## config.mk

```make
export PLATFORM = sky130hd
export DESIGN_NAME = bbs_status_osc
export DESIGN_NICKNAME = d
export VERILOG_FILES = /design/src/rtl/bbs_pkg.sv /design/src/rtl/bbs_reg_if.sv /design/src/rtl/bbs_flag_bank.sv /design/src/rtl/bbs_osc_ctrl.sv /design/src/rtl/bbs_status_osc.sv
export VERILOG_INCLUDE_DIRS = /design/src /design/src/rtl
export SDC_FILE = /design/constraint.sdc
export NUM_CORES = 1
export LEC_CHECK = 0
export BUFFER_PORTS_ARGS = -buffer_cell sky130_fd_sc_hd__buf_2
export CAP_MARGIN = 5
export CORE_AREA = 2 2 39 41
export DETAILED_ROUTE_END_ITERATION = 10
export DIE_AREA = 0 0 41 43
export GPL_TIMING_DRIVEN = 0
export PLACE_DENSITY = 0.75
export SYNTH_ARGS = -nofsm -noshare
export SYNTH_HDL_FRONTEND = slang
export SYNTH_HIERARCHICAL = 1
export SYNTH_SLANG_ARGS = --single-unit
```

## constraint.sdc

```tcl
create_clock -name sys_clk_in -period 2.7 [get_ports sys_clk_in]
set_input_delay 0.54 -clock sys_clk_in [delete_from_list [all_inputs] [get_ports sys_clk_in]]
set_output_delay 0.54 -clock sys_clk_in [all_outputs]
set_load 0.05 [all_outputs]
```

## src/rtl/bbs_cfg.svh

```systemverilog
// offsets, bit positions and reset patterns of the battery-backed register pair
`ifndef BBS_CFG_SVH
`define BBS_CFG_SVH
`define BBS_STAT_OFS 8'h00
`define BBS_CLK_OFS 8'h04
`define BBS_FLAG_LSB 5
`define BBS_FLAG_CNT 3
`define BBS_WDT_IDX 0
`define BBS_FLASH_IDX 1
`define BBS_BATRST_IDX 2
`define BBS_EXTERNAL_CLOCK_SELECT_BIT 0
`define BBS_OSCEN_BIT 1
`define BBS_STAT_RST 3'h4
`define BBS_CLK_RST 2'h0
`define BBS_ZERO_BYTE 8'h00
`endif

```

## src/rtl/bbs_pkg.sv

```systemverilog
// types shared by the battery-backed register pair
package bbs_pkg;
    typedef logic [7:0] bbs_byte_t;
    typedef logic [2:0] bbs_flags_t;
    typedef logic [1:0] bbs_osc_t;
    typedef enum logic [1:0] {BBS_SEL_NONE, BBS_SEL_STAT, BBS_SEL_CLK} bbs_sel_e;
endpackage

```

## src/rtl/bbs_reg_if.sv

```systemverilog
// internal carrier between the register decode and the two storage modules
`timescale 1ns/1ps
`default_nettype none
interface bbs_reg_if;
    import bbs_pkg::*;
    logic stat_wr;
    logic clk_wr;
    bbs_byte_t wdata;
    logic bat_por;
    logic wdt_evt;
    logic flash_evt;
    bbs_flags_t flags;
    bbs_osc_t osc_ctl;
    modport dec (output stat_wr, clk_wr, wdata, bat_por, wdt_evt, flash_evt,
                 input flags, osc_ctl);
    modport flag (input stat_wr, wdata, bat_por, wdt_evt, flash_evt, output flags);
    modport osc (input clk_wr, wdata, bat_por, output osc_ctl);
endinterface
`default_nettype wire

```

## src/rtl/bbs_flag_bank.sv

```systemverilog
// three sticky write-one-to-clear event flags
`timescale 1ns/1ps
`default_nettype none
`include "bbs_cfg.svh"
module bbs_flag_bank
    import bbs_pkg::*;
(
    // clock
    input wire logic sys_clk_in,
    // register carrier
    bbs_reg_if.flag rif
);
    bbs_flags_t flags;
    bbs_flags_t next_flags;
    bbs_flags_t hw_set;
    localparam bbs_flags_t por_flags = `BBS_STAT_RST;

    assign hw_set = {1'b0, rif.flash_evt, rif.wdt_evt};

    genvar i;
    generate
        for (i = 0; i < `BBS_FLAG_CNT; i++)
        begin : g_flag
            always_comb
            begin
                if (rif.bat_por)
                    next_flags[i] = por_flags[i];
                // set beats clear so a same-cycle event is never lost
                else if (hw_set[i])
                    next_flags[i] = 1'b1;
                // only a one clears, a zero leaves the flag alone
                else if (rif.stat_wr && rif.wdata[`BBS_FLAG_LSB + i])
                    next_flags[i] = 1'b0;
                else
                    next_flags[i] = flags[i];
            end
        end
    endgenerate

    // no system reset here: contents must outlive standby power loss
    always_ff @(posedge sys_clk_in)
    begin
        flags <= next_flags;
    end

    assign rif.flags = flags;
endmodule
`default_nettype wire

```

## src/rtl/bbs_osc_ctrl.sv

```systemverilog
// slow oscillator select and enable bits
`timescale 1ns/1ps
`default_nettype none
`include "bbs_cfg.svh"
module bbs_osc_ctrl
    import bbs_pkg::*;
(
    // clock
    input wire logic sys_clk_in,
    // register carrier
    bbs_reg_if.osc rif
);
    bbs_osc_t osc_ctl;
    bbs_osc_t next_osc_ctl;

    always_comb
    begin
        if (rif.bat_por)
            next_osc_ctl = `BBS_CLK_RST;
        // firmware write is the only way in, no hardware path sets enable
        else if (rif.clk_wr)
            next_osc_ctl = rif.wdata[1:0];
        else
            next_osc_ctl = osc_ctl;
    end

    // system reset deliberately absent so the oscillator keeps running
    always_ff @(posedge sys_clk_in)
    begin
        osc_ctl <= next_osc_ctl;
    end

    assign rif.osc_ctl = osc_ctl;
endmodule
`default_nettype wire

```

## src/rtl/bbs_status_osc.sv

```systemverilog
// battery-backed power-fail status and slow oscillator enable registers
// Summary of operation
// - watchdog forced reset sets status bit 5.
// - bit 5 clears on firmware write of one or battery power-on reset; zero ignored.
// - flash program or erase indication sets status bit 6.
// - bit 6 clears on firmware write of one or battery power-on reset; zero ignored.
// - battery power-on reset sets bit 7 and clears bits 6 and 5.
// - bit 7 clears only on firmware write of one; zero ignored.
// - the three flags survive loss of standby supply and system reset.
// - select bit 0 high means single-ended clock on crystal output pin.
// - select bit 0 low, the default, means crystal across both pins.
// - enable bit 1 turns the slow oscillator off at zero, on at one.
// - enable cleared by battery power-on reset, kept through system reset.
// - only a firmware write can turn the slow oscillator on.
// - interrupt is registered: high the cycle after any flag is set, low the cycle after none are.
// - interrupt feeds the maskable power-fail source of aggregator group 23.
// - clock enable register resets to zero; bits 7 to 2 read zero.
`timescale 1ns/1ps
`default_nettype none
`include "bbs_cfg.svh"
module bbs_status_osc
    import bbs_pkg::*;
(
    // clock and system reset
    input wire logic sys_clk_in,
    input wire logic rst_in,
    // battery power-on reset, one or more cycles high
    input wire logic battery_por_in,
    // hardware events
    input wire logic watchdog_reset_in,
    input wire logic flash_program_active_in,
    // controller peripheral bus
    input wire logic [7:0] spb_addr_in,
    input wire logic spb_wr_in,
    input wire logic spb_rd_in,
    input wire logic [7:0] spb_wdata_in,
    output logic [7:0] spb_rdata_out,
    // oscillator control
    output logic external_clock_select_out,
    output logic slow_osc_enable_out,
    // interrupt toward the aggregator
    output logic power_reset_irq_out
);
    bbs_reg_if rif();

    bbs_sel_e sel;
    bbs_byte_t rdata;
    bbs_byte_t next_rdata;
    logic irq;
    logic next_irq;
    bbs_byte_t stat_view;
    bbs_byte_t clk_view;

    always_comb
    begin
        case (spb_addr_in)
            `BBS_STAT_OFS: sel = BBS_SEL_STAT;
            `BBS_CLK_OFS: sel = BBS_SEL_CLK;
            default: sel = BBS_SEL_NONE;
        endcase
    end

    assign rif.stat_wr = spb_wr_in && (sel == BBS_SEL_STAT);
    assign rif.clk_wr = spb_wr_in && (sel == BBS_SEL_CLK);
    assign rif.wdata = spb_wdata_in;
    assign rif.bat_por = battery_por_in;
    assign rif.wdt_evt = watchdog_reset_in;
    assign rif.flash_evt = flash_program_active_in;

    bbs_flag_bank u_flags (
        .sys_clk_in(sys_clk_in),
        .rif(rif.flag)
    );

    bbs_osc_ctrl u_osc (
        .sys_clk_in(sys_clk_in),
        .rif(rif.osc)
    );

    // low status bits and upper enable bits are reserved, read as zero
    assign stat_view = {rif.flags, 5'h00};
    assign clk_view = {6'h00, rif.osc_ctl};

    always_comb
    begin
        next_rdata = rdata;
        if (spb_rd_in)
        begin
            case (sel)
                BBS_SEL_STAT: next_rdata = stat_view;
                BBS_SEL_CLK: next_rdata = clk_view;
                default: next_rdata = `BBS_ZERO_BYTE;
            endcase
        end
        // level, not pulse: the aggregator does its own latching and masking
        next_irq = |rif.flags;
    end

    // irq not cleared by system reset, it must track flags that outlive it
    always_ff @(posedge sys_clk_in)
    begin
        if (rst_in)
            rdata <= `BBS_ZERO_BYTE;
        else
            rdata <= next_rdata;
        irq <= next_irq;
    end

    assign spb_rdata_out = rdata;
    assign power_reset_irq_out = irq;
    assign external_clock_select_out = rif.osc_ctl[`BBS_EXTERNAL_CLOCK_SELECT_BIT];
    assign slow_osc_enable_out = rif.osc_ctl[`BBS_OSCEN_BIT];

    // checks
    wdt_flag_set_a: assert property (
        @(posedge sys_clk_in) watchdog_reset_in && !battery_por_in
        |=> rif.flags[`BBS_WDT_IDX])
        else $error("watchdog event did not set its flag");

    wdt_flag_hold_a: assert property (
        @(posedge sys_clk_in) rif.flags[`BBS_WDT_IDX] && !battery_por_in
        && !(rif.stat_wr && spb_wdata_in[`BBS_FLAG_LSB + `BBS_WDT_IDX])
        |=> rif.flags[`BBS_WDT_IDX])
        else $error("watchdog flag cleared without a write of one");

    flash_flag_set_a: assert property (
        @(posedge sys_clk_in) flash_program_active_in && !battery_por_in
        |=> rif.flags[`BBS_FLASH_IDX])
        else $error("flash activity did not set its flag");

    flash_flag_clear_a: assert property (
        @(posedge sys_clk_in) !battery_por_in && !flash_program_active_in
        && rif.stat_wr && spb_wdata_in[`BBS_FLAG_LSB + `BBS_FLASH_IDX]
        |=> !rif.flags[`BBS_FLASH_IDX])
        else $error("write of one did not clear flash flag");

    bat_default_a: assert property (
        @(posedge sys_clk_in) battery_por_in
        |=> stat_view == 8'h80 && clk_view == 8'h00)
        else $error("battery reset default pattern wrong");

    bat_flag_hold_a: assert property (
        @(posedge sys_clk_in) rif.flags[`BBS_BATRST_IDX]
        && !(rif.stat_wr && spb_wdata_in[`BBS_FLAG_LSB + `BBS_BATRST_IDX])
        |=> rif.flags[`BBS_BATRST_IDX])
        else $error("battery reset flag lost without a write of one");

    flags_sysrst_a: assert property (
        @(posedge sys_clk_in) rst_in && !battery_por_in && !spb_wr_in
        && !watchdog_reset_in && !flash_program_active_in
        |=> $stable(rif.flags))
        else $error("system reset disturbed the event flags");

    osc_write_a: assert property (
        @(posedge sys_clk_in) rif.clk_wr && !battery_por_in
        |=> slow_osc_enable_out == $past(spb_wdata_in[`BBS_OSCEN_BIT])
        && external_clock_select_out == $past(spb_wdata_in[`BBS_EXTERNAL_CLOCK_SELECT_BIT]))
        else $error("clock enable write not taken");

    osc_sysrst_a: assert property (
        @(posedge sys_clk_in) rst_in && !battery_por_in && !rif.clk_wr
        |=> $stable(rif.osc_ctl))
        else $error("system reset changed the oscillator bits");

    osc_fw_only_a: assert property (
        @(posedge sys_clk_in) $rose(slow_osc_enable_out)
        |-> $past(rif.clk_wr && spb_wdata_in[`BBS_OSCEN_BIT]))
        else $error("oscillator enabled without a firmware write");

    irq_track_a: assert property (
        @(posedge sys_clk_in) disable iff (battery_por_in)
        ##1 power_reset_irq_out == (|$past(rif.flags)))
        else $error("interrupt does not follow the flags");

    reserved_read_a: assert property (
        @(posedge sys_clk_in) disable iff (rst_in)
        spb_rd_in && sel == BBS_SEL_CLK |=> spb_rdata_out[7:2] == 6'h00)
        else $error("reserved enable bits read non-zero");

    set_wins_a: assert property (
        @(posedge sys_clk_in) watchdog_reset_in && rif.stat_wr && !battery_por_in
        && spb_wdata_in[`BBS_FLAG_LSB + `BBS_WDT_IDX] |=> rif.flags[`BBS_WDT_IDX])
        else $error("same-cycle watchdog event was lost");

    flash_race_a: assert property (
        @(posedge sys_clk_in) flash_program_active_in && rif.stat_wr && !battery_por_in
        && spb_wdata_in[`BBS_FLAG_LSB + `BBS_FLASH_IDX] |=> rif.flags[`BBS_FLASH_IDX])
        else $error("same-cycle flash event was lost");

    wdt_flag_clear_a: assert property (
        @(posedge sys_clk_in) !battery_por_in && !watchdog_reset_in
        && rif.stat_wr && spb_wdata_in[`BBS_FLAG_LSB + `BBS_WDT_IDX]
        |=> !rif.flags[`BBS_WDT_IDX])
        else $error("write of one did not clear watchdog flag");

    flash_flag_hold_a: assert property (
        @(posedge sys_clk_in) rif.flags[`BBS_FLASH_IDX] && !battery_por_in
        && !(rif.stat_wr && spb_wdata_in[`BBS_FLAG_LSB + `BBS_FLASH_IDX])
        |=> rif.flags[`BBS_FLASH_IDX])
        else $error("flash flag cleared without a write of one");

    bat_flag_clear_a: assert property (
        @(posedge sys_clk_in) !battery_por_in && rif.stat_wr
        && spb_wdata_in[`BBS_FLAG_LSB + `BBS_BATRST_IDX]
        |=> !rif.flags[`BBS_BATRST_IDX])
        else $error("write of one did not clear battery reset flag");

    bat_por_only_a: assert property (
        @(posedge sys_clk_in) !rif.flags[`BBS_BATRST_IDX] && !battery_por_in
        |=> !rif.flags[`BBS_BATRST_IDX])
        else $error("battery reset flag set without a battery reset");

    por_flags_a: assert property (
        @(posedge sys_clk_in) battery_por_in
        |=> rif.flags == `BBS_STAT_RST)
        else $error("battery reset left a stale event flag");

    zero_write_a: assert property (
        @(posedge sys_clk_in) !battery_por_in && rif.stat_wr
        && spb_wdata_in[7:5] == 3'h0
        |=> (rif.flags | ~$past(rif.flags)) == 3'h7)
        else $error("write of zeros cleared an event flag");

    stat_read_a: assert property (
        @(posedge sys_clk_in) disable iff (rst_in)
        spb_rd_in && sel == BBS_SEL_STAT |=> spb_rdata_out[7:5] == $past(rif.flags))
        else $error("status read does not show the flags");

    stat_low_zero_a: assert property (
        @(posedge sys_clk_in) disable iff (rst_in)
        spb_rd_in && sel == BBS_SEL_STAT |=> spb_rdata_out[4:0] == 5'h00)
        else $error("reserved status bits read non-zero");

    clk_read_a: assert property (
        @(posedge sys_clk_in) disable iff (rst_in)
        spb_rd_in && sel == BBS_SEL_CLK
        |=> spb_rdata_out[1:0] == $past(rif.osc_ctl))
        else $error("clock enable read does not show the bits");

    unmapped_read_a: assert property (
        @(posedge sys_clk_in) disable iff (rst_in)
        spb_rd_in && sel == BBS_SEL_NONE |=> spb_rdata_out == 8'h00)
        else $error("unmapped read returned non-zero data");

    stray_write_a: assert property (
        @(posedge sys_clk_in) spb_wr_in && sel == BBS_SEL_NONE && !battery_por_in
        |=> $stable(rif.osc_ctl))
        else $error("unmapped write changed the oscillator bits");

    external_clock_select_set_a: assert property (
        @(posedge sys_clk_in) rif.clk_wr && !battery_por_in
        && spb_wdata_in[`BBS_EXTERNAL_CLOCK_SELECT_BIT] |=> external_clock_select_out)
        else $error("external clock select not set by write");

    external_clock_select_clear_a: assert property (
        @(posedge sys_clk_in) rif.clk_wr && !battery_por_in
        && !spb_wdata_in[`BBS_EXTERNAL_CLOCK_SELECT_BIT] |=> !external_clock_select_out)
        else $error("crystal mode not restored by write");

    external_clock_select_default_a: assert property (
        @(posedge sys_clk_in) battery_por_in |=> !external_clock_select_out)
        else $error("battery reset left external clock selected");

    osc_por_off_a: assert property (
        @(posedge sys_clk_in) battery_por_in |=> !slow_osc_enable_out)
        else $error("battery reset left the oscillator running");

    osc_on_write_a: assert property (
        @(posedge sys_clk_in) rif.clk_wr && !battery_por_in
        && spb_wdata_in[`BBS_OSCEN_BIT] |=> slow_osc_enable_out)
        else $error("write of one did not start the oscillator");

    osc_off_write_a: assert property (
        @(posedge sys_clk_in) rif.clk_wr && !battery_por_in
        && !spb_wdata_in[`BBS_OSCEN_BIT] |=> !slow_osc_enable_out)
        else $error("write of zero did not stop the oscillator");

    osc_hold_a: assert property (
        @(posedge sys_clk_in) !rif.clk_wr && !battery_por_in
        |=> $stable(rif.osc_ctl))
        else $error("oscillator bits moved without a write");

    irq_low_a: assert property (
        @(posedge sys_clk_in) disable iff (battery_por_in)
        rif.flags == 3'h0 |=> !power_reset_irq_out)
        else $error("interrupt high with all flags clear");

    irq_high_a: assert property (
        @(posedge sys_clk_in) disable iff (battery_por_in)
        rif.flags != 3'h0 |=> power_reset_irq_out)
        else $error("interrupt low with a flag set");

    irq_raise_c: cover property (
        @(posedge sys_clk_in) !power_reset_irq_out ##1 power_reset_irq_out);
    flag_clear_c: cover property (
        @(posedge sys_clk_in) rif.flags[`BBS_BATRST_IDX] ##1 !rif.flags[`BBS_BATRST_IDX]);
    osc_on_c: cover property (
        @(posedge sys_clk_in) $rose(slow_osc_enable_out));
    race_c: cover property (
        @(posedge sys_clk_in) flash_program_active_in && rif.stat_wr
        && spb_wdata_in[`BBS_FLAG_LSB + `BBS_FLASH_IDX]);
    wdt_race_c: cover property (
        @(posedge sys_clk_in) watchdog_reset_in && rif.stat_wr
        && spb_wdata_in[`BBS_FLAG_LSB + `BBS_WDT_IDX]);
endmodule
`default_nettype wire
```

---- Word level (Yosys, flattened, before mapping) ----
Index checks and enable logic that the tools add are counted.
W data, S select, Z words.
word-level totals
  flip-flop bits (word level) ............. 14
  bits of input ports ..................... 23
  output and inout bits ................... 11
  word-level logic and storage cells ...... 24
operators by class
  eq/ne operators ......................... 3
  multiplexer cells ....................... 6
  reductions and logical operators ........ 9
operators by type and width
  kind                  count
  $pmux W8 S2           1
  $eq A8 B3 Y1 const B  1
  $logic_not A8 Y1      1
  $logic_and A1 B1 Y1   5
  $mux W1               4
  $pmux W2 S2           1
  $reduce_bool A2 Y1    2
  $reduce_or A3 Y1      1
  $eq A2 B1 Y1 const B  1
  $eq A2 B2 Y1 const B  1

---- Longest topological paths before layout ----
Gate-level depths: netlist of the first run.
  word-level depth ........................ 7
  gate-level depth with buffers ........... 6
  gate-level depth less buffers ........... 6

---- Modules after synthesis ----
The synthesis of the first run kept the hierarchy.
modules (own cells, without submodules)
  module          times used  cells each  area each (um^2)  sequential area each (um^2)
  bbs_status_osc  1           37          329.1             120.1
  bbs_flag_bank   1           11          116.4             60.1
  bbs_osc_ctrl    1           6           67.6              40.0

---- Worst setup path before layout of the first run ----
OpenSTA, ideal clock, no wires.
  path type ............................... in2reg
  from .................................... input spb_addr_in[4]
  to ...................................... register u_flags.flags[2] (netlist: u_flags/rif.flags[2])
  library setup time ...................... 0.114 ns
  data arrival time ....................... 1.659 ns
  required time ........................... 2.586 ns
  slack ................................... 0.928 ns
  cell stages on the path ................. 6
  path buffers ............................ 0
  cell sequence ........................... nor4_2 -> and3b_1 -> ha_1 -> and2_1 -> nand2_1 -> a21o_1
between the ends
  longest elaborated chain between the ends .. 5
  elaborated cells between the ends (all ways) .. 6
  classes of those cells .................. 2 x eq/ne; 1 x mux; 3 x reduce/logical
RTL lines
  what                                              RTL line              text
  from (decl)                                       bbs_status_osc.sv:33  input wire logic [7:0] spb_addr_in,
  $eq A8 B3 Y1 or $logic_not A8 Y1 (tied branches)  bbs_status_osc.sv:56  case (spb_addr_in)
  $pmux W2 S2 (*)                                   bbs_status_osc.sv:56
  $eq A2 B1 Y1 (*)                                  bbs_status_osc.sv:63  assign rif.stat_wr = spb_wr_in && (sel == BBS_SEL_STAT);
  $logic_and A1 B1 Y1 (*)                           bbs_status_osc.sv:63
  net rif.stat_wr                                   bbs_reg_if.sv:6       logic stat_wr;
  $logic_and A1 B1 Y1 (*)                           bbs_flag_bank.sv:32   else if (rif.stat_wr && rif.wdata[`BBS_FLAG_LSB + i])
  to (signal assigned)                              bbs_flag_bank.sv:43   flags <= next_flags;
  to (decl)                                         bbs_flag_bank.sv:13   bbs_flags_t flags;
Mark *: on every way through the listed nets, which the timed path passes. The rest lies on a longest branch.
A chain may end at the register's enable or synchronous reset.

---- Worst setup path after layout of the first run ----
Same ends and word-level chain as after synthesis.

==> impl_metrics.ini, run 1 <==
[clock_tree]
cts_tree = yes
cts_root_buf = sky130_fd_sc_hd__clkbuf_4
clock_sinks = 11
post_cts_resized = 0
post_cts_buffers = 0
max_buffers_root_to_sink = 2
clock_pin_slew_reported_for_the_worst_setup_and_hold_paths_after_clock_tree_synthesis_ns = 0.07
htree_levels = 1
numCtsBuffers = 3
cts_hold_buffers = 0
clk_latency_ns = 0.26

[global_routing]
grt-ovfl-total = 0
maximum_number_of_pins_on_one_net_before_global_route_repair = 11
grt_antenna_before_repair = 0
grt_pass1_vias = 388
global_route_wire_length_before_repair_um = 1440
grt_util_all_layers = 0.122

[timing]
finalSetupViolations = 0
drv_slew = 0
fin_setup_tns_ns = 0
final-hold-violation-count = 0
final_period_minus_worst_setup_slack_ns = 1.75
grt_setup_unrepaired = no
timing.final.crit_share = 0.649
timing.fmax_mhz = 571
finalClockSkew_ns = 0.00168

[synthesis]
yosys_register_bits = 11
sequential_share_of_the_synthesized_area = 0.429
syn_area_per_cell_sq_um = 9.50
synthCells = 54
ys_warn_count = 6
synthesis.area_sq_um = 513
yosys.cell_types.count = 22

[critical_path]
crit_type = in2reg
critPathArrivalTime_ns = 1.91
cp_slowest_cell = sky130_fd_sc_hd__nor4_2
worstSetupEndpointType = flop
worst-endpoint-required_ns = 2.86
worstRegToRegCells = 1
type_of_element_launching_the_critical_path = input port
worstPathMaxFanout = 4
cell_by_cell_listing_of_the_critical_path = buf_2 > nor4_2 > and3b_1 > ha_1 > and2_1 > nand2_1 > a21o_1
longest_individual_stage_delay_on_the_worst_path_ns = 0.39

[final_layout]
layout.cell_area.non_filler_sq_um = 697
final_util = 0.504
nets = 112
fillCellCount = 133
antenna_cells_inserted = 0
layoutNonFillerInstCount = 102
final_layout_size_suffix_gt1_frac = 0.419
area_delta_synth_final_pct = 35.9

[pwr]
power.static_leakage_uw = 0.000323
power_density_normalized_to_cell_area_nw_per_um2 = 448
vdd.ir_drop.worst_v = 0.000260

[route]
detail_route.wl_per_cell_um = 9.00
drt_iter0_markers = 1
drt_pass1_iterations = 2
vias = 464
drt-vias-per-instance = 4.55
drcViolationCount = 0
post_route_antenna_net_violation_count = 0
drt_wl_total_um = 918

[placement]
place.gp.congestion = 0.708
hpwlAfterDp_um = 775
placed_cell_area_sq_um = 671
port_buffers = 26
numPlacedInstances = 98

[die]
initial_utilization = 0.371
die_area_sq_um = 1760
dieHeight_um = 43
core_area_sq_um = 1380
ioPinCount = 34
die_w_um = 41
rows = 14

[run]
drv.max_cap_violation_count = 0

[worst_hold_path]
hold_crit_class = reg2reg
min_delay_path_depth = 2

[run_status]
outcome = complete, no violations
-- final cells by class --
class | instances | area, sq um | area share
clock buffers | 4 | 26.3 | 0.0377
multi-input cells | 39 | 265 | 0.381
plain buffers | 4 | 27.5 | 0.0395
well taps | 16 | 20.0 | 0.0287
inverters | 2 | 7.51 | 0.0108
flip-flops and latches | 11 | 220 | 0.316
repair buffers | 26 | 130 | 0.187
-- layout by cell type (no fill, tap or decap), types with 2 or more instances in the layout --
cell type and instances:
sky130_fd_sc_hd__a21oi_1 5, sky130_fd_sc_hd__a311oi_2 2, sky130_fd_sc_hd__and2_1 2, sky130_fd_sc_hd__buf_2 27, sky130_fd_sc_hd__buf_4 3, sky130_fd_sc_hd__clkbuf_4 3, sky130_fd_sc_hd__conb_1 3, sky130_fd_sc_hd__dfxtp_1 11
sky130_fd_sc_hd__ha_1 2, sky130_fd_sc_hd__inv_1 2, sky130_fd_sc_hd__mux2i_1 2, sky130_fd_sc_hd__nand2b_1 5, sky130_fd_sc_hd__nand3_1 4, sky130_fd_sc_hd__nand4b_1 2, sky130_fd_sc_hd__nor2_1 4
-- metrics by stage --
stage          setup WS (ns)  power, uW  hold WS (ns)
2_1_floorplan          0.928        191         0.434
3_3_place_gp           0.698        208         0.452
3_5_place_dp           0.662        209         0.456
4_1_cts                0.941        320         0.468
5_1_grt                0.872        332         0.482
6_report               0.948        312         0.465
-- power by group --
group          leakage [uW]  internal, uW  switching (uW)
Clock             0.0000150          57.1            50.4
Sequential        0.0000893           164            1.37
Combinational      0.000218          17.6            21.5
-- critical path: cells and delay by family --
| family | cells | cell delay, ns |
|---|---|---|
| AND/OR/NAND/NOR | 4 | 0.90 |
| adder cells (fa/ha/maj) | 1 | 0.21 |
| AO/OA/AOI/OAI | 1 | 0.17 |
| buffers and inverters | 1 | 0.10 |
-- cells in the mapped netlist --
library cell	number	area share
sky130_fd_sc_hd__inv_1	2	0.015
sky130_fd_sc_hd__nand2b_1	5	0.061
sky130_fd_sc_hd__and3b_1	1	0.017
sky130_fd_sc_hd__nor3_1	1	0.0097
sky130_fd_sc_hd__nand3b_1	1	0.015
sky130_fd_sc_hd__a21oi_1	5	0.049
sky130_fd_sc_hd__and3_1	1	0.012
sky130_fd_sc_hd__nand2_1	1	0.0073
sky130_fd_sc_hd__buf_2	1	0.0097
sky130_fd_sc_hd__conb_1	1	0.0073
sky130_fd_sc_hd__buf_4	3	0.044
sky130_fd_sc_hd__dfxtp_1	11	0.43
sky130_fd_sc_hd__ha_1	2	0.049
sky130_fd_sc_hd__a311oi_2	2	0.059
sky130_fd_sc_hd__or3_1	1	0.012
sky130_fd_sc_hd__a21o_1	1	0.015
sky130_fd_sc_hd__nand3_1	4	0.039
sky130_fd_sc_hd__nand4b_1	2	0.034
sky130_fd_sc_hd__nor4_2	1	0.024
sky130_fd_sc_hd__nor2_1	4	0.029
sky130_fd_sc_hd__mux2i_1	2	0.039
sky130_fd_sc_hd__and2_1	2	0.024
-- metal layers --
layer  track usage  wire length (um)  up-vias
met2         0.169               424       17
met3        0.0366                73        2
met5             0                 0        -
met4         0.100                14        0
li1              -                 -      250
met1         0.145               406      195
-- sequential cells by signal (all words and copies together), names as in the netlist --
name / count
power_reset_irq_out: 1
spb_rdata_out: 5
u_osc/rif.osc_ctl: 2
u_flags/rif.flags: 3
-- worst paths after layout --
path | slack (ns) | from | endpoint
max reg2reg | 1.92 | u_flags/rif.flags[1]$_SDFFE_PP0P_ | power_reset_irq_out$_DFF_P_
max | 0.95 | spb_addr_in[4] | u_flags/rif.flags[2]$_SDFFE_PP1P_
min reg2reg | 0.47 | spb_rdata_out[0]$_SDFFE_PP0P_ | spb_rdata_out[0]$_SDFFE_PP0P_
min | 0.47 | spb_rdata_out[0]$_SDFFE_PP0P_ | spb_rdata_out[0]$_SDFFE_PP0P_
-- cell families (layout without fill, tap and decap cells) --
| logic type | Yosys count | count (layout) | share of synthesized area |
|---|---|---|---|
| compound gates | 8 | 8 | 0.122 |
| fa+ha+maj | 2 | 2 | 0.0488 |
| buf+inv | 6 | 36 | 0.0683 |
| mux | 2 | 2 | 0.0390 |
| other cells | 1 | 3 | 0.00731 |
| simple gates | 24 | 24 | 0.285 |
| flops | 11 | 11 | 0.429 |
(Power assumes the default switching activity.)
==> run 2, diff against run 1 <==
--- a/config.mk
+++ b/config.mk
@@ -6,11 +6,12 @@
 export SDC_FILE = /design/constraint.sdc
 export NUM_CORES = 1
 export LEC_CHECK = 0
+export ABC_AREA = 1
 export BUFFER_PORTS_ARGS = -buffer_cell sky130_fd_sc_hd__buf_2
 export CAP_MARGIN = 5
-export CORE_AREA = 2 2 39 41
+export CORE_MARGIN = 1.5
+export CORE_UTILIZATION = 40
 export DETAILED_ROUTE_END_ITERATION = 10
-export DIE_AREA = 0 0 41 43
 export GPL_TIMING_DRIVEN = 0
 export PLACE_DENSITY = 0.75
 export SYNTH_ARGS = -nofsm -noshare
==> constraint.sdc (replaced) <==
create_clock -name sys_clk_in -period 1.7 [get_ports sys_clk_in]
set_input_delay 0.34 -clock sys_clk_in [delete_from_list [all_inputs] [get_ports sys_clk_in]]
set_output_delay 0.34 -clock sys_clk_in [all_outputs]
set_load 0.05 [all_outputs]
==> run 2 against run 1 <==
  * Critical path type is now reg2out
  * Routed wire length grew 8.7%
  * Via count grew 20%
  * Largest power group unchanged
  * Worst setup slack lost 0.47 ns
  * Critical endpoint is now slow_osc_enable_out
==> impl_metrics.ini, run 2 <==
[final_layout]
multiInputGateArea_sq_um = 250
nets = 141
fillCellCount = 141
layout_commonest_cell = sky130_fd_sc_hd__buf_2
ff_latch_area_sq_um = 220
layout.cell_area.non_filler_sq_um = 737
area_delta_synth_final_pct = 34.2
final_cell_mix = sky130_fd_sc_hd__buf_2, sky130_fd_sc_hd__nand2_1, sky130_fd_sc_hd__inv_1
final_layout_size_suffix_gt1_frac = 0.313
largest_register_ffs = 5
antenna_cells_inserted = 0
final_util = 0.574

[critical_path]
cell_by_cell_listing_of_the_critical_path = buf_2
worst-endpoint-required_ns = 1.36
critPathTopFamily = flip-flops
crit_type = reg2out
worst-path-buf-inv = 1
worstSetupEndpointType = output pin
critPathArrivalTime_ns = 0.88
cp_slowest_cell = sky130_fd_sc_hd__dfxtp_1
worstPathMaxFanout = 3
longest_individual_stage_delay_on_the_worst_path_ns = 0.36
type_of_element_launching_the_critical_path = flop

[die]
ioPinCount = 34
die_w_um = 40.1
die_area_sq_um = 1600
core_area_sq_um = 1280
dieHeight_um = 40.1
initial_utilization = 0.427
rows = 13

[route]
drt-vias-per-instance = 4.27
drt_pass1_iterations = 4
drt_wl_total_um = 998
drt_iter0_markers = 14
drcViolationCount = 0
vias = 555
post_route_antenna_net_violation_count = 0
detail_route.wl_per_cell_um = 7.68

[pwr]
power.clock.fraction = 0.338
power_switching_share = 0.239
seq_power_share = 0.529
cell_internal_pwr_uw = 379
power.static_leakage_uw = 0.000418
vdd.ir_drop.worst_v = 0.000536
pwr-share-comb = 0.133
power_density_normalized_to_cell_area_nw_per_um2 = 676
switchingPower_uw = 119

[timing]
finalClockSkew_ns = 0.000436
timing.final.crit_share = 0.719
timing.fmax_mhz = 818
final-hold-violation-count = 0
finalSetupViolations = 0
fin_setup_tns_ns = 0
grt_setup_unrepaired = no
final_period_minus_worst_setup_slack_ns = 1.22
drv_slew = 0

[global_routing]
grt_pass1_vias = 434
grt_util_all_layers = 0.147
grt-ovfl-total = 0
maximum_number_of_pins_on_one_net_before_global_route_repair = 7
grt_antenna_before_repair = 0
global_route_wire_length_before_repair_um = 1570

[synthesis]
ys.flop_type = sky130_fd_sc_hd__dfxtp_1
synth_top_cells_by_count = sky130_fd_sc_hd__nand2_1, sky130_fd_sc_hd__inv_1, sky130_fd_sc_hd__dfxtp_1
yosys_register_bits = 11
synth.area.top_cells = sky130_fd_sc_hd__dfxtp_1, sky130_fd_sc_hd__nand2_1, sky130_fd_sc_hd__inv_1, sky130_fd_sc_hd__a21oi_1, sky130_fd_sc_hd__nor2_1
netlist.area_leader.share = 0.401
synthesis.area_sq_um = 549
synth-async-reset-ratio = 0
ys_warn_count = 6
synth_largest_area_cell = sky130_fd_sc_hd__dfxtp_1
synth_most_common_cell = sky130_fd_sc_hd__nand2_1
synth-edff-count = 0
sequential_share_of_the_synthesized_area = 0.401
synthCells = 82
syn_area_per_cell_sq_um = 6.70
yosys.cell_types.count = 16

[placement]
place.gp.congestion = 0.637
port_buffers = 27
hpwlAfterDp_um = 869
placed_cell_area_sq_um = 711

[run]
drv.max_cap_violation_count = 0

[clock_tree]
clk_latency_ns = 0.25
max_buffers_root_to_sink = 2
numCtsBuffers = 3
post_cts_buffers = 0
htree_levels = 1
clock_sinks = 11
cts_root_buf = sky130_fd_sc_hd__clkbuf_4
post_cts_resized = 0
clock_pin_slew_reported_for_the_worst_setup_and_hold_paths_after_clock_tree_synthesis_ns = 0.07
cts_tree = yes
cts_hold_buffers = 0

[worst_hold_path]
hold_crit_class = in2reg

[run_status]
outcome = complete, no violations
## run 2: path summary, 6_finish.rpt
path	endpoint	cells past startpoint	slack (ns)	from
hold reg to reg	spb_rdata_out[1]$_SDFFE_PP0P_	2	0.46	spb_rdata_out[1]$_SDFFE_PP0P_
hold / removal	u_flags/rif.flags[0]$_SDFFE_PP0P_	2	0.28	battery_por_in
setup reg to reg	power_reset_irq_out$_DFF_P_	1	0.91	u_flags/rif.flags[1]$_SDFFE_PP0P_
setup / recovery	slow_osc_enable_out	1	0.48	u_osc/rif.osc_ctl[1]$_SDFFE_PP0P_
## run 2: cells by family (layout without fill, tap and decap cells)
logic type                 after synthesis  count (layout)  share of synthesized area
other                                    1               3                    0.00683
DFF                                     11              11                      0.401
adders and majority gates                2               2                     0.0456
AOI/OAI and AO/OA                        8               8                     0.0843
buffers and inverters                   20              51                      0.157
and+or+nand+nor                         40              40                      0.305
## run 2: through the flow
stage          hold WS [ns]  cells  setup WS, ns  power (uW)
5_1_grt               0.274    130         0.361         525
3_5_place_dp          0.452    126         0.212         336
6_report              0.284    130         0.477         498
2_1_floorplan         0.402     84         0.431         307
3_3_place_gp          0.450    126         0.247         334
4_1_cts               0.282    130         0.473         503
## run 2: metal layers
layer / GRT usage / routed length, um
met1: 0.179 / 455
met2: 0.238 / 462
met3: 0.0333 / 66
met4: 0.0776 / 14
met5: 0 / 0
## run 2: power groups by stage
stage          sequential (uW)  clock [uW]  combinational, uW
2_1_floorplan              270           0               37.5
3_5_place_dp               270           0               66.4
3_3_place_gp               270           0               64.8
5_1_grt                    264         188               73.1
4_1_cts                    264         173               66.5
6_report                   264         168               66.3
## run 2: area by class of cell
type                    instances  area share
multi-input cells              53       0.340
flip-flops and latches         11       0.299
repair buffers                 27       0.183
inverters                      17      0.0866
clock buffers                   4      0.0357
plain buffers                   3      0.0306
well taps                      15      0.0255
==> run 3, diff against run 2 <==
==> constraint.sdc (replaced) <==
create_clock -name sys_clk_in -period 1.2 [get_ports sys_clk_in]
set_input_delay 0.24 -clock sys_clk_in [delete_from_list [all_inputs] [get_ports sys_clk_in]]
set_output_delay 0.24 -clock sys_clk_in [all_outputs]
set_load 0.05 [all_outputs]
==> run 3 against run 2 <==
  * Core utilization grew 0.97 points
  * Critical endpoint unchanged
  * First-iteration DRC count shrank 7.1%
  * Clock power grew 40%
  * Via count shrank 0.36%
  * Combinational power grew 46%
  * Non-clock buffer count is the same
  * Worst setup slack lost 0.40 ns
  * Worst hold slack lost 0.10 ns
  * Cell area grew 1.7%
==> impl_metrics.ini, run 3 (synthesis results as in run 2) <==
[run_status]
outcome = complete, no violations

[global_routing]
grt_util_all_layers = 0.147
grt-ovfl-total = 0
global_route_wire_length_before_repair_um = 1570
grt_pass1_vias = 434
maximum_number_of_pins_on_one_net_before_global_route_repair = 7
grt_antenna_before_repair = 0

[clock_tree]
cts_tree = yes
clock_sinks = 11
clock_pin_slew_reported_for_the_worst_setup_and_hold_paths_after_clock_tree_synthesis_ns = 0.07
post_cts_buffers = 0
htree_levels = 1
post_cts_resized = 0
clk_latency_ns = 0.25
cts_root_buf = sky130_fd_sc_hd__clkbuf_4
numCtsBuffers = 3
cts_hold_buffers = 0
max_buffers_root_to_sink = 2

[final_layout]
final_layout_size_suffix_gt1_frac = 0.348
layout.cell_area.non_filler_sq_um = 749
layout_commonest_cell = sky130_fd_sc_hd__buf_2
area_delta_synth_final_pct = 36.4
antenna_cells_inserted = 0
final_util = 0.583
final_cell_mix = sky130_fd_sc_hd__buf_2, sky130_fd_sc_hd__nand2_1, sky130_fd_sc_hd__inv_1
nets = 141
fillCellCount = 140
largest_register_ffs = 5

[timing]
hold_slack_ns = 0.184
final-hold-violation-count = 0
finalClockSkew_ns = 0.00143
fin_setup_tns_ns = 0
timing.final.crit_share = 0.936
timing.fmax_mhz = 890
drv_slew = 0
finalSetupViolations = 0
final_period_minus_worst_setup_slack_ns = 1.12

[pwr]
finalPower_uw = 707
vdd.ir_drop.worst_v = 0.000752
power.static_leakage_uw = 0.000416
power_density_normalized_to_cell_area_nw_per_um2 = 943

[route]
drcViolationCount = 0
drt_pass1_iterations = 4
detail_route.wl_per_cell_um = 7.89
vias = 553
drt_iter0_markers = 13
drt-vias-per-instance = 4.25
drt_wl_total_um = 1030
post_route_antenna_net_violation_count = 0

[critical_path]
critPathTopFamily = flip-flops
reg2reg_setup_slack_ns = 0.41
worst-endpoint-required_ns = 0.96
crit_type = reg2out
cp_slowest_cell = sky130_fd_sc_hd__dfxtp_1
crit_cells = 1
worstSetupEndpointType = output pin
type_of_element_launching_the_critical_path = flop
critPathArrivalTime_ns = 0.88
longest_individual_stage_delay_on_the_worst_path_ns = 0.36
worst_r2r_endpoint = power_reset_irq_out$_DFF_P_
timing.rr.start = u_flags/rif.flags[1]$_SDFFE_PP0P_
worst-path-buf-inv = 1
cell_by_cell_listing_of_the_critical_path = buf_2
worstRegToRegCells = 1
worstPathMaxFanout = 3

[die]
die_w_um = 40.1
core_area_sq_um = 1280
dieHeight_um = 40.1
ioPinCount = 34
initial_utilization = 0.427
rows = 13
die_area_sq_um = 1600

[placement]
place.gp.congestion = 0.637
placed_cell_area_sq_um = 711
port_buffers = 27
hpwlAfterDp_um = 869

[worst_hold_path]
hold_crit_class = in2reg
whs_endpoint = u_flags/rif.flags[0]$_SDFFE_PP0P_
min_delay_path_depth = 2
min-delay-start = battery_por_in

[run]
drv.max_cap_violation_count = 0
[run 3: metal layers]
| metal | GRT usage | vias to the layer above | wire, um |
|---|---|---|---|
| li1 | - | 309 | - |
| met1 | 0.179 | 222 | 470 |
| met2 | 0.238 | 20 | 476 |
| met3 | 0.0333 | 2 | 64 |
| met4 | 0.0776 | 0 | 14 |
| met5 | 0 | - | 0 |
[run 3: area by class of cell]
cell class                 instances  area (sq um)  share of cell area
clock buffer                       4          26.3              0.0351
tap                               15          18.8              0.0250
inverter                          17          63.8              0.0851
sequential                        11           220               0.294
multi-input combinational         53           263               0.351
timing repair buffer              27           135               0.180
buffer                             3          22.5              0.0301
[run 3: where the power goes]
group          internal [uW]  switching, uW
registers                370           3.49
clock network            128            108
logic                   39.4           57.5
total                    537            169
[run 3: worst max-delay path by stage]
stage                     slack, ns                           endpoint                         startpoint
final                          0.08                slow_osc_enable_out  u_osc/rif.osc_ctl[1]$_SDFFE_PP0P_
after floorplan                0.03      spb_rdata_out[0]$_SDFFE_PP0P_                     spb_addr_in[0]
after detailed placement      -0.19  u_flags/rif.flags[2]$_SDFFE_PP1P_                     spb_addr_in[7]
after global routing          -0.03  u_flags/rif.flags[1]$_SDFFE_PP0P_                     spb_addr_in[0]
after CTS                      0.07                slow_osc_enable_out  u_osc/rif.osc_ctl[1]$_SDFFE_PP0P_
after global placement        -0.15  u_flags/rif.flags[2]$_SDFFE_PP1P_                     spb_addr_in[7]
[run 3: per-stage QoR]
stage,setup slack [ns],cells
3_3_place_gp,-0.153,126
2_1_floorplan,0.0307,84
5_1_grt,-0.0303,130
4_1_cts,0.0734,130
3_5_place_dp,-0.188,126
6_report,0.0764,130
